==> src/tte_defs.vh <==
// Constants for the trap entry unit: APB offsets, field codes, reset values.
// Assumes a 32-bit APB register port and a single core clock.
`ifndef TTE_DEFS_VH
`define TTE_DEFS_VH

// APB register byte offsets
`define TTE_OFF_VEC_BASE 12'h000
`define TTE_OFF_STACK_PTR 12'h004
`define TTE_OFF_STATUS 12'h008
`define TTE_OFF_RET_ADDR 12'h00c
`define TTE_OFF_ENTRY 12'h010

// Reset values
`define TTE_RST_VEC_BASE 32'h00000000
`define TTE_RST_STACK_PTR 32'h00000000

// Widths and geometry
`define TTE_CLASS_W 3
`define TTE_IDENT_W 8
`define TTE_VEC_SHIFT 5

// Fixed classes and idents
`define TTE_CLASS_ASSERT 3'h5
`define TTE_CLASS_CALL 3'h6
`define TTE_IDENT_OVERFLOW 8'h01
`define TTE_IDENT_STICKY 8'h02

// Status word values written on entry
`define TTE_PRIV_SUPERVISOR 2'h2
`define TTE_PROT_SET_ZERO 2'h0
`define TTE_DEPTH_CLEAR 7'h00

`endif

==> src/tte_trap_entry.v <==
// Trap entry sequencer: accepts trap requests, saves context, loads state,
// and redirects fetch to the handler.
// Assumes the pipeline stalls while trap_ready is low and holds request data.
`timescale 1ns/10ps
`default_nettype none
`include "tte_defs.vh"

module tte_trap_entry #(
  parameter ADDR_W = 32
) (
  input wire mclk,
  input wire reset_n,
  // APB slave
  input wire psel,
  input wire penable,
  input wire pwrite,
  input wire [11:0] paddr,
  input wire [31:0] pwdata,
  output wire pready,
  output reg [31:0] prdata,
  output wire pslverr,
  input wire init_protection_window,
  // Hardware trap source (sync or async)
  input wire trap_req,
  input wire trap_async,
  input wire [`TTE_CLASS_W-1:0] trap_class_index,
  input wire [`TTE_IDENT_W-1:0] trap_ident_number,
  input wire free_context_underflow_trap,
  input wire free_context_depletion_trap,
  // Software trap sources
  input wire system_call_instr,
  input wire [`TTE_IDENT_W-1:0] system_call_imm,
  input wire trap_on_overflow_instr,
  input wire trap_on_sticky_overflow_instr,
  // Program counters from the pipeline
  input wire [ADDR_W-1:0] trap_pc,
  input wire [ADDR_W-1:0] trap_next_pc,
  output wire trap_ready,
  output reg pipe_flush,
  // Upper context save handshake
  output reg ctx_save_req,
  input wire ctx_save_ack,
  // Current status state
  input wire interrupt_stack_flag,
  input wire global_irq_enable,
  input wire [7:0] current_cpu_priority,
  // Register file writes
  output reg d15_we,
  output reg [31:0] d15_data,
  output reg a11_we,
  output reg [ADDR_W-1:0] a11_data,
  output reg a10_we,
  output reg [ADDR_W-1:0] a10_data,
  // Status word writes
  output reg status_we,
  output reg status_stack_flag,
  output reg [1:0] access_privilege_field,
  output reg [1:0] protection_set_select,
  output reg depth_we,
  output reg [6:0] call_depth_counter,
  output reg call_depth_count_enable,
  output reg global_reg_write_permit,
  // Interrupt control writes; priority field is never driven
  output reg irq_enable_we,
  output reg irq_enable_value,
  output reg saved_ctx_we,
  output reg saved_irq_enable,
  output reg [7:0] saved_cpu_priority,
  // Fetch redirect
  output reg fetch_valid,
  output reg [ADDR_W-1:0] fetch_addr
);

  localparam [3:0] S_IDLE = 4'h1;
  localparam [3:0] S_SAVE = 4'h2;
  localparam [3:0] S_LOAD = 4'h4;
  localparam [3:0] S_FETCH = 4'h8;

  reg [3:0] state_reg;
  reg [3:0] state_next;
  reg [ADDR_W-1:0] vec_base_reg;
  reg [ADDR_W-1:0] stack_ptr_reg;
  reg [`TTE_CLASS_W-1:0] class_reg;
  reg [`TTE_IDENT_W-1:0] ident_reg;
  reg [ADDR_W-1:0] ret_addr_reg;
  reg underflow_reg;
  reg async_reg;
  reg [ADDR_W-1:0] entry_reg;
  reg refused_reg;

  wire [ADDR_W-1:0] entry_addr;
  wire any_req;
  wire accept;
  wire apb_wr;
  wire apb_rd;
  wire hit;
  reg [`TTE_CLASS_W-1:0] sel_class;
  reg [`TTE_IDENT_W-1:0] sel_ident;
  reg [ADDR_W-1:0] sel_ra;
  reg sel_underflow;
  reg sel_async;

  // Vector address former
  tte_entry_addr #(
    .ADDR_W(ADDR_W)
  ) tte_entry_addr_inst (
    .vec_base(vec_base_reg),
    .class_index(class_reg),
    .entry_addr(entry_addr)
  );

  // Requests wait while a sequence runs; pipeline is stalled meanwhile
  assign any_req = trap_req | system_call_instr | trap_on_overflow_instr |
                   trap_on_sticky_overflow_instr;
  assign trap_ready = (state_reg == S_IDLE);
  assign accept = trap_ready & any_req;

  // Source selection; hardware traps win over software ones
  always @* begin
    sel_class = trap_class_index;
    sel_ident = trap_ident_number;
    sel_ra = trap_pc;
    sel_underflow = 1'b0;
    sel_async = 1'b0;
    if (trap_req) begin
      sel_underflow = free_context_underflow_trap;
      sel_async = trap_async;
      // Async and depletion traps resume at the next instruction
      if (trap_async | free_context_depletion_trap) begin
        sel_ra = trap_next_pc;
      end
    end else if (system_call_instr) begin
      sel_class = `TTE_CLASS_CALL;
      sel_ident = system_call_imm;
      sel_ra = trap_next_pc;
    end else if (trap_on_overflow_instr) begin
      sel_class = `TTE_CLASS_ASSERT;
      sel_ident = `TTE_IDENT_OVERFLOW;
    end else begin
      sel_class = `TTE_CLASS_ASSERT;
      sel_ident = `TTE_IDENT_STICKY;
    end
  end

  // Next state of the entry sequence
  always @* begin
    state_next = state_reg;
    case (state_reg)
      S_IDLE: begin
        if (accept) begin
          state_next = sel_underflow ? S_LOAD : S_SAVE;
        end
      end
      S_SAVE: begin
        // Handler may not start before the save completes
        if (ctx_save_ack) begin
          state_next = S_LOAD;
        end
      end
      S_LOAD: begin
        state_next = S_FETCH;
      end
      S_FETCH: begin
        state_next = S_IDLE;
      end
      default: begin
        state_next = S_IDLE;
      end
    endcase
  end

  // State and captured trap identifier
  always @(posedge mclk) begin
    if (!reset_n) begin
      state_reg <= S_IDLE;
      class_reg <= {`TTE_CLASS_W{1'b0}};
      ident_reg <= {`TTE_IDENT_W{1'b0}};
      ret_addr_reg <= {ADDR_W{1'b0}};
      underflow_reg <= 1'b0;
      async_reg <= 1'b0;
      pipe_flush <= 1'b0;
    end else begin
      state_reg <= state_next;
      pipe_flush <= accept;
      if (accept) begin
        class_reg <= sel_class;
        ident_reg <= sel_ident;
        ret_addr_reg <= sel_ra;
        underflow_reg <= sel_underflow;
        async_reg <= sel_async;
      end
    end
  end

  // Context save request held until acknowledged
  always @(posedge mclk) begin
    if (!reset_n) begin
      ctx_save_req <= 1'b0;
    end else if (accept && !sel_underflow) begin
      ctx_save_req <= 1'b1;
    end else if (ctx_save_ack) begin
      ctx_save_req <= 1'b0;
    end
  end

  // State loads, one-cycle write strobes issued from the load state
  always @(posedge mclk) begin
    if (!reset_n) begin
      d15_we <= 1'b0;
      d15_data <= 32'h00000000;
      a11_we <= 1'b0;
      a11_data <= {ADDR_W{1'b0}};
      a10_we <= 1'b0;
      a10_data <= {ADDR_W{1'b0}};
      status_we <= 1'b0;
      status_stack_flag <= 1'b0;
      access_privilege_field <= 2'h0;
      protection_set_select <= 2'h0;
      depth_we <= 1'b0;
      call_depth_counter <= 7'h00;
      call_depth_count_enable <= 1'b0;
      global_reg_write_permit <= 1'b0;
      irq_enable_we <= 1'b0;
      irq_enable_value <= 1'b0;
      saved_ctx_we <= 1'b0;
      saved_irq_enable <= 1'b0;
      saved_cpu_priority <= 8'h00;
    end else begin
      d15_we <= 1'b0;
      a11_we <= 1'b0;
      a10_we <= 1'b0;
      status_we <= 1'b0;
      depth_we <= 1'b0;
      irq_enable_we <= 1'b0;
      saved_ctx_we <= 1'b0;
      if (state_reg == S_LOAD) begin
        d15_we <= 1'b1;
        d15_data <= {{(32-`TTE_IDENT_W){1'b0}}, ident_reg};
        // Underflow guarantees no return address
        a11_we <= ~underflow_reg;
        a11_data <= ret_addr_reg;
        a10_we <= ~interrupt_stack_flag;
        a10_data <= stack_ptr_reg;
        status_we <= 1'b1;
        status_stack_flag <= 1'b1;
        access_privilege_field <= `TTE_PRIV_SUPERVISOR;
        protection_set_select <= `TTE_PROT_SET_ZERO;
        depth_we <= ~underflow_reg;
        call_depth_counter <= `TTE_DEPTH_CLEAR;
        call_depth_count_enable <= 1'b1;
        global_reg_write_permit <= 1'b0;
        // Unmaskable entry; priority is left as it stands
        irq_enable_we <= 1'b1;
        irq_enable_value <= 1'b0;
        saved_ctx_we <= ~underflow_reg;
        saved_irq_enable <= global_irq_enable;
        saved_cpu_priority <= current_cpu_priority;
      end
    end
  end

  // Fetch redirect to the handler slot
  always @(posedge mclk) begin
    if (!reset_n) begin
      fetch_valid <= 1'b0;
      fetch_addr <= {ADDR_W{1'b0}};
      entry_reg <= {ADDR_W{1'b0}};
    end else begin
      fetch_valid <= (state_reg == S_FETCH);
      if (state_reg == S_FETCH) begin
        fetch_addr <= entry_addr;
        entry_reg <= entry_addr;
      end
    end
  end

  // APB decode; zero wait states
  assign apb_wr = psel & penable & pwrite;
  assign apb_rd = psel & ~pwrite;
  assign hit = (paddr == `TTE_OFF_VEC_BASE) ||
               (paddr == `TTE_OFF_STACK_PTR) ||
               (paddr == `TTE_OFF_STATUS) || (paddr == `TTE_OFF_RET_ADDR) ||
               (paddr == `TTE_OFF_ENTRY);
  assign pready = 1'b1;
  // Unmapped, or a refused base write, answers with an error
  assign pslverr = psel & penable & (~hit | (pwrite &
                   (paddr == `TTE_OFF_VEC_BASE) & ~init_protection_window));

  // Software registers
  always @(posedge mclk) begin
    if (!reset_n) begin
      vec_base_reg <= `TTE_RST_VEC_BASE;
      stack_ptr_reg <= `TTE_RST_STACK_PTR;
      refused_reg <= 1'b0;
    end else begin
      if (apb_wr && paddr == `TTE_OFF_VEC_BASE) begin
        if (init_protection_window) begin
          vec_base_reg <= {pwdata[ADDR_W-1:1], 1'b0};
        end else begin
          refused_reg <= 1'b1;
        end
      end
      // Stack pointer write with window closed is dropped without error
      if (apb_wr && paddr == `TTE_OFF_STACK_PTR &&
          init_protection_window) begin
        stack_ptr_reg <= pwdata[ADDR_W-1:0];
      end
      // Read of status clears the sticky refusal flag; a new refusal wins
      if (psel && penable && !pwrite && paddr == `TTE_OFF_STATUS &&
          !(apb_wr && paddr == `TTE_OFF_VEC_BASE)) begin
        refused_reg <= 1'b0;
      end
    end
  end

  // Read data, registered in the setup cycle
  always @(posedge mclk) begin
    if (!reset_n) begin
      prdata <= 32'h00000000;
    end else if (apb_rd && !penable) begin
      case (paddr)
        `TTE_OFF_VEC_BASE: prdata <= vec_base_reg;
        `TTE_OFF_STACK_PTR: prdata <= stack_ptr_reg;
        `TTE_OFF_STATUS: prdata <= {17'h0, refused_reg, async_reg,
                                    underflow_reg, ~trap_ready, class_reg,
                                    ident_reg};
        `TTE_OFF_RET_ADDR: prdata <= ret_addr_reg;
        `TTE_OFF_ENTRY: prdata <= entry_reg;
        default: prdata <= 32'h00000000;
      endcase
    end
  end

endmodule // tte_trap_entry

`default_nettype wire

==> src/tte_entry_addr.v <==
// Handler entry address former for the trap entry unit.
// Assumes the vector base already has bit 0 cleared.
`timescale 1ns/10ps
`default_nettype none
`include "tte_defs.vh"

module tte_entry_addr #(
  parameter ADDR_W = 32
) (
  input wire [ADDR_W-1:0] vec_base,
  input wire [`TTE_CLASS_W-1:0] class_index,
  output wire [ADDR_W-1:0] entry_addr
);

  wire [ADDR_W-1:0] class_ext;
  wire [ADDR_W-1:0] class_shift;

  // Plain OR, no add: base bits 7..5 must be zero for distinct slots
  assign class_ext = {{(ADDR_W-`TTE_CLASS_W){1'b0}}, class_index};
  assign class_shift = class_ext << `TTE_VEC_SHIFT;
  assign entry_addr = class_shift | vec_base;

endmodule // tte_entry_addr

`default_nettype wire

==> config.mk <==
export PLATFORM = sky130hd
export DESIGN_NAME = tte_trap_entry
export DESIGN_NICKNAME = d
export VERILOG_FILES = /design/src/tte_trap_entry.v /design/src/tte_entry_addr.v
export VERILOG_INCLUDE_DIRS = /design/src
export SDC_FILE = /design/constraint.sdc
export NUM_CORES = 1
export LEC_CHECK = 0
export ABC_AREA = 1
export BUFFER_PORTS_ARGS = -buffer_cell sky130_fd_sc_hd__buf_2
export CAP_MARGIN = 20
export CORE_MARGIN = 2
export CORE_UTILIZATION = 56
export DETAILED_ROUTE_END_ITERATION = 10
export GPL_ROUTABILITY_DRIVEN = 1
export PLACE_DENSITY = 0.86
export SLEW_MARGIN = 20
export SYNTH_ARGS = -nofsm -noshare
export SYNTH_HDL_FRONTEND = slang
export SYNTH_SLANG_ARGS = --single-unit
==> constraint.sdc <==
create_clock -name mclk -period 3.45 [get_ports mclk]
set_clock_uncertainty 0.15 [all_clocks]
set_input_delay 0.69 -clock mclk [delete_from_list [all_inputs] [get_ports mclk]]
set_output_delay 0.69 -clock mclk [all_outputs]
set_load 0.01 [all_outputs]
# ---- Yosys cells after proc, flatten, opt, wreduce, memory -nomap -nowiden
# Index checks and enable logic that the tools add are counted.
dict set report word_totals {
  reg_bits 265
  in_bits 151
  out_inout_bits 197
  wordCells 95
}
dict set report op_classes {
  eq_ne 10
  mux 18
  bitwise 20
  n_reduce_logical 24
}
# op count
set op_table {}
lappend op_table {{32-bit one-hot mux with 5 select lines} 1}
lappend op_table {{32-bit 2-to-1 mux} 3}
lappend op_table {{8-bit by 32-bit bitwise OR with 32-bit output} 1}
lappend op_table {{12-bit by 4-bit equality test with 1-bit output (second input constant)} 2}
lappend op_table {{8-bit 2-to-1 mux} 2}
lappend op_table {{12-bit by 3-bit equality test with 1-bit output (second input constant)} 1}
lappend op_table {{12-bit by 5-bit equality test with 1-bit output (second input constant)} 1}
lappend op_table {{12-bit logical NOT} 1}
lappend op_table {{4-bit one-hot mux with 3 select lines} 1}
lappend op_table {{1-bit logical AND} 9}
lappend op_table {{4-bit 2-to-1 mux} 2}
lappend op_table {{2-bit AND reduction} 4}
lappend op_table {{1-bit AND} 7}
lappend op_table {{1-bit NOT} 7}
lappend op_table {{3-bit 2-to-1 mux} 2}
lappend op_table {{1-bit 2-to-1 mux} 5}
lappend op_table {{1-bit bitwise OR} 5}
lappend op_table {{4-bit by 1-bit equality test with 1-bit output (second input constant)} 1}
lappend op_table {{4-bit by 2-bit equality test with 1-bit output (second input constant)} 1}
lappend op_table {{4-bit by 3-bit equality test with 1-bit output (second input constant)} 1}
lappend op_table {{4-bit equality test (second input constant)} 1}
lappend op_table {{1-bit logical NOT} 4}
lappend op_table {{1-bit logical OR} 4}
lappend op_table {{2-bit 2-to-1 mux} 2}
lappend op_table {{other kinds (4)} 4}

# ---- Longest topological paths before layout
dict set report logic_depth {
  word_depth 8
  ltp_mapped 10
  mapped_depth_nobuf 9
}

# ---- Modules after synthesis
# Synthesis repeated with hierarchy kept, for this count alone.
dict set report unflattened {
  hier_cells 1617
  hier_area_um2 11823.8
}
# mod n_inst cells_each area_per_inst_um2 seq_area_each_um2
set modules_own_cells {}
lappend modules_own_cells {tte_trap_entry 1 1579 11572.3 5305.1}
lappend modules_own_cells {tte_entry_addr 1 38 251.5 0.0}

# ---- Least setup slack after synthesis
# Ideal clock, no wire load.
dict set report synth_timing {
  path_type {input to output}
  from {input port paddr[11]}
  to {output port pslverr}
  arrival_time_ns 1.715
  t_required_ns 2.610
  slack_ns 0.895
  cell_stages 7
  n_path_buf 2
  cell_sequence {nor2_1 nand2_1 nor2_2 buf_4 clkbuf_1 nand4_1 nand2_1}
}
dict set report synth_between {
  elab_chain_len 8
  word_cells_on_any_way 14
  cone_classes {4 x eq/ne; 5 x bitwise; 5 x reduce/logical}
}
# element line_no
set synth_rtl {}
lappend synth_rtl {{from (decl)} tte_trap_entry.v:17} ;# input wire [11:0] paddr,
lappend synth_rtl {{12-bit by 3-bit equality test with 1-bit output / 12-bit logical NOT (equally long branches)} --}
lappend synth_rtl {{1-bit logical OR (4 in a row)} tte_trap_entry.v:280} ;# assign hit = (paddr == `TTE_OFF_VEC_BASE) ||
lappend synth_rtl {{1-bit NOT} tte_trap_entry.v:286} ;# assign pslverr = psel & penable & (~hit | (pwrite &
lappend synth_rtl {{1-bit bitwise OR (*)} tte_trap_entry.v:286}
lappend synth_rtl {{1-bit AND (*)} tte_trap_entry.v:286}
lappend synth_rtl {{to (decl)} tte_trap_entry.v:21} ;# output wire pslverr,
# Every way passes the cells marked *; elsewhere a longest branch is shown, timed or not.

# ---- Final worst setup path
dict set report layout_timing {
  from {input port paddr[1]}
  to {output port pslverr}
}
# Same word-level chain as after synthesis.

==> metrics.md <==
| Metric | Value |
|---|---|
| Worst Setup Start Kind | input pin |
| GP Congestion | 0.887 |
| Setup TNS | 0 ns |
| Via count | 12200 |
| Mapped Area | about 11000 um^2 |
| Final Critical Period | ~2.6 ns |
| Final Non-Filler Cells | 2118 |
| Largest net degree at the start of global routing | approximately 90 |
| Slew margin rel. | between 30% and 40% |
| Share of layout cells above drive strength 1 | about 22% |
| Row count | 52 |
| Area leader, netlist | dfxtp_1 |
| Cts repair resizes | 0 |
| Data arrival time of the worst path | approximately 1.8 ns |
| Commonest non-fill, non-tap cell in the layout | buf_2 |
| WHS Path Cells | 2 |
| Fin util | between 60 and 70% |
| PD cells | 517 nW/um^2 |
| Max Freq | approximately 0.38 GHz |
| Final setup margin | 0.826 ns |
| Leakage | 6.76 nW |
| Area after DPL | about 13000 um^2 |
| Dpl hpwl | ~25000 um |
| WL per Instance | 17.8 um |
| ANT nets after route | 0 |
| Post-route cell area | 13900 um^2 |
| Vias in the first global route | ~11000 |
| Clock Latency Late Sink | 0.53 ns |
| Warnings from Yosys | 0 |
| Sequential-to-total area share from yosys stat | roughly 46% |
| Hold Crit Class | input pin to flip-flop |
| Area of the core | roughly 20000 um^2 |
| RSZ-0062 raised after global routing | no |
| Max-Cap Viols | 0 |
| Initial DRC count | about 1300 |
| H-Tree Depth | 1 |
| CP endpoint kind | output port |
| DIE HEIGHT | between 100 and 150 um |
| Num CTS Buffers | 26 |
| Count of different cell masters after synthesis | 29 |
| Worst Path Max Fanout | 10 |
| Worst slew pin tran | between 0.9 and 1 ns |
| Post CTS Setup Buffer Count | 0 |
| Worst reg2reg path depth | 7 |
| # fillers | about 1700 |
| Placed Cells | about 2100 |
| Seq cells post-synth | approximately 260 |
| DRT Wirelength | between 30000 and 40000 um |
| Post-Syn Instances | ~1600 |
| Final Setup Violations | 0 |
| Initial antenna violation count | 3 |
| Post-CTS Hold Buffers | 0 |
| Slew Limit Fails | 0 |
| Vias/cell | about 5.8 |
| Req. time, crit path | about 2.6 ns |
| GRT Overall Usage | 32.7% |
| CTS root buf | clkbuf_16 |
| Period utilization | between 70% and 80% |
| First-pass GRT wire length | between 50000 and 60000 um |
| Io pins | 348 |
| Syn-to-layout area delta | 20.7% |
| Die width | ~150 um |
| Synth area leaders | dfxtp_1, o21ai_0, nor2_1 |
| Syn Area/Cell | between 7 and 8 um^2 |
| Most frequent cells in the layout | buf_2, nor2_1, dfxtp_1, o21ai_0, nand2_1 |
| Nets | between 1500 and 2000 |
| Pre-antenna DRT Iters | 6 |
| Hold Fails Final Rpt | 0 |
| Clock Tree Buf Depth | 3 |
| Initial core utilization | between 50% and 60% |
| Status | completed |
| Full die area | roughly 22000 um^2 |
| CTS Sinks | 264 |
| PortBufs | just over 300 |
| Clk pin slew, worst setup/hold paths | around 0.070 ns |
| DRC viols | 0 |
| Worst VDD drop | approximately 0.37 mV |
| Share of the synthesized area in the top cell type | between 40 and 50% |
| Place WS | roughly 0.83 ns |
| Crit Path Class | input pin to output port |
| Grt total ovfl | 0 |
| CTS tree | done |
[worst paths after layout]
kind	startpoint	endpoint	slack [ns]
worst max register to register	state_reg[3]	ret_addr_reg[8]	1.27
worst max-delay path	paddr[1]	pslverr	0.83
worst min register to register	prdata[28]	prdata[28]	0.31
worst min-delay path	interrupt_stack_flag	a10_we	0.17
[synth_stat cells (all sizes together)]
master / count
nor2: 279
dfxtp: 264
o21ai: 249
nand2: 185
a21oi: 129
nand3: 121
inv: 94
buf: 93
clkbuf: 70
a31oi: 32
o211ai: 32
nand4: 17
nor3: 11
a22oi: 6
a211oi: 2
conb: 2
a41oi: 1
and2: 1
o221ai: 1
[area by class of cell]
| type | instances | area [um^2] | area share, % |
|---|---|---|---|
| antenna | 2 | 5.00 | 0.0360 |
| clock buffer | 35 | 756 | 5.44 |
| clock inverter | 10 | 103 | 0.739 |
| inverter | 94 | 353 | 2.54 |
| multi-input combinational | 1104 | 5200 | 37.4 |
| sequential | 264 | 5290 | 38.1 |
| tap | 270 | 338 | 2.43 |
| timing repair buffer | 339 | 1850 | 13.3 |
[cell families (layout without fill, tap and decap cells)]
kind of cell,after synthesis,after routing,synth area share (%)
buffers and inverters,257,478,10.6
other,2,40,0.0653
AND/OR/NAND/NOR,614,614,22.4
flip-flops,264,264,46.0
AO/OA/AOI/OAI,452,452,21.1
[metrics by stage]
| stage | total power, mW | hold slack (ns) |
|---|---|---|
| 3_5_place_dp | 4.33 | 0.296 |
| 4_1_cts | 7.18 | 0.164 |
| 2_1_floorplan | 3.97 | 0.257 |
| 3_3_place_gp | 4.30 | 0.294 |
| 5_1_grt | 7.40 | 0.184 |
| 6_report | 7.18 | 0.171 |
[power by group]
group / total, mW / internal, mW / switching [mW] / leakage, nW
Combinational: 0.875 / 0.302 / 0.573 / 4.19
Clock: 2.88 / 1.68 / 1.20 / 0.428
Sequential: 3.42 / 3.23 / 0.189 / 2.14
[worst max-delay path, cell delays in order]
cell     delay, ns
buf_2         0.12
nor2_4        0.14
nand2_1       0.10
nor2_4        0.27
nand2_2       0.14
nand3_1       0.09
nand2_1       0.07
buf_2         0.15
[metal layers]
metal  part of all wire [%]  GRT usage (%)
met5                  0.032              0
met4                    4.7           14.8
met3                    9.4           6.96
met2                     48           55.9
met1                     38           39.7
Power figures use the tool's default switching activity.
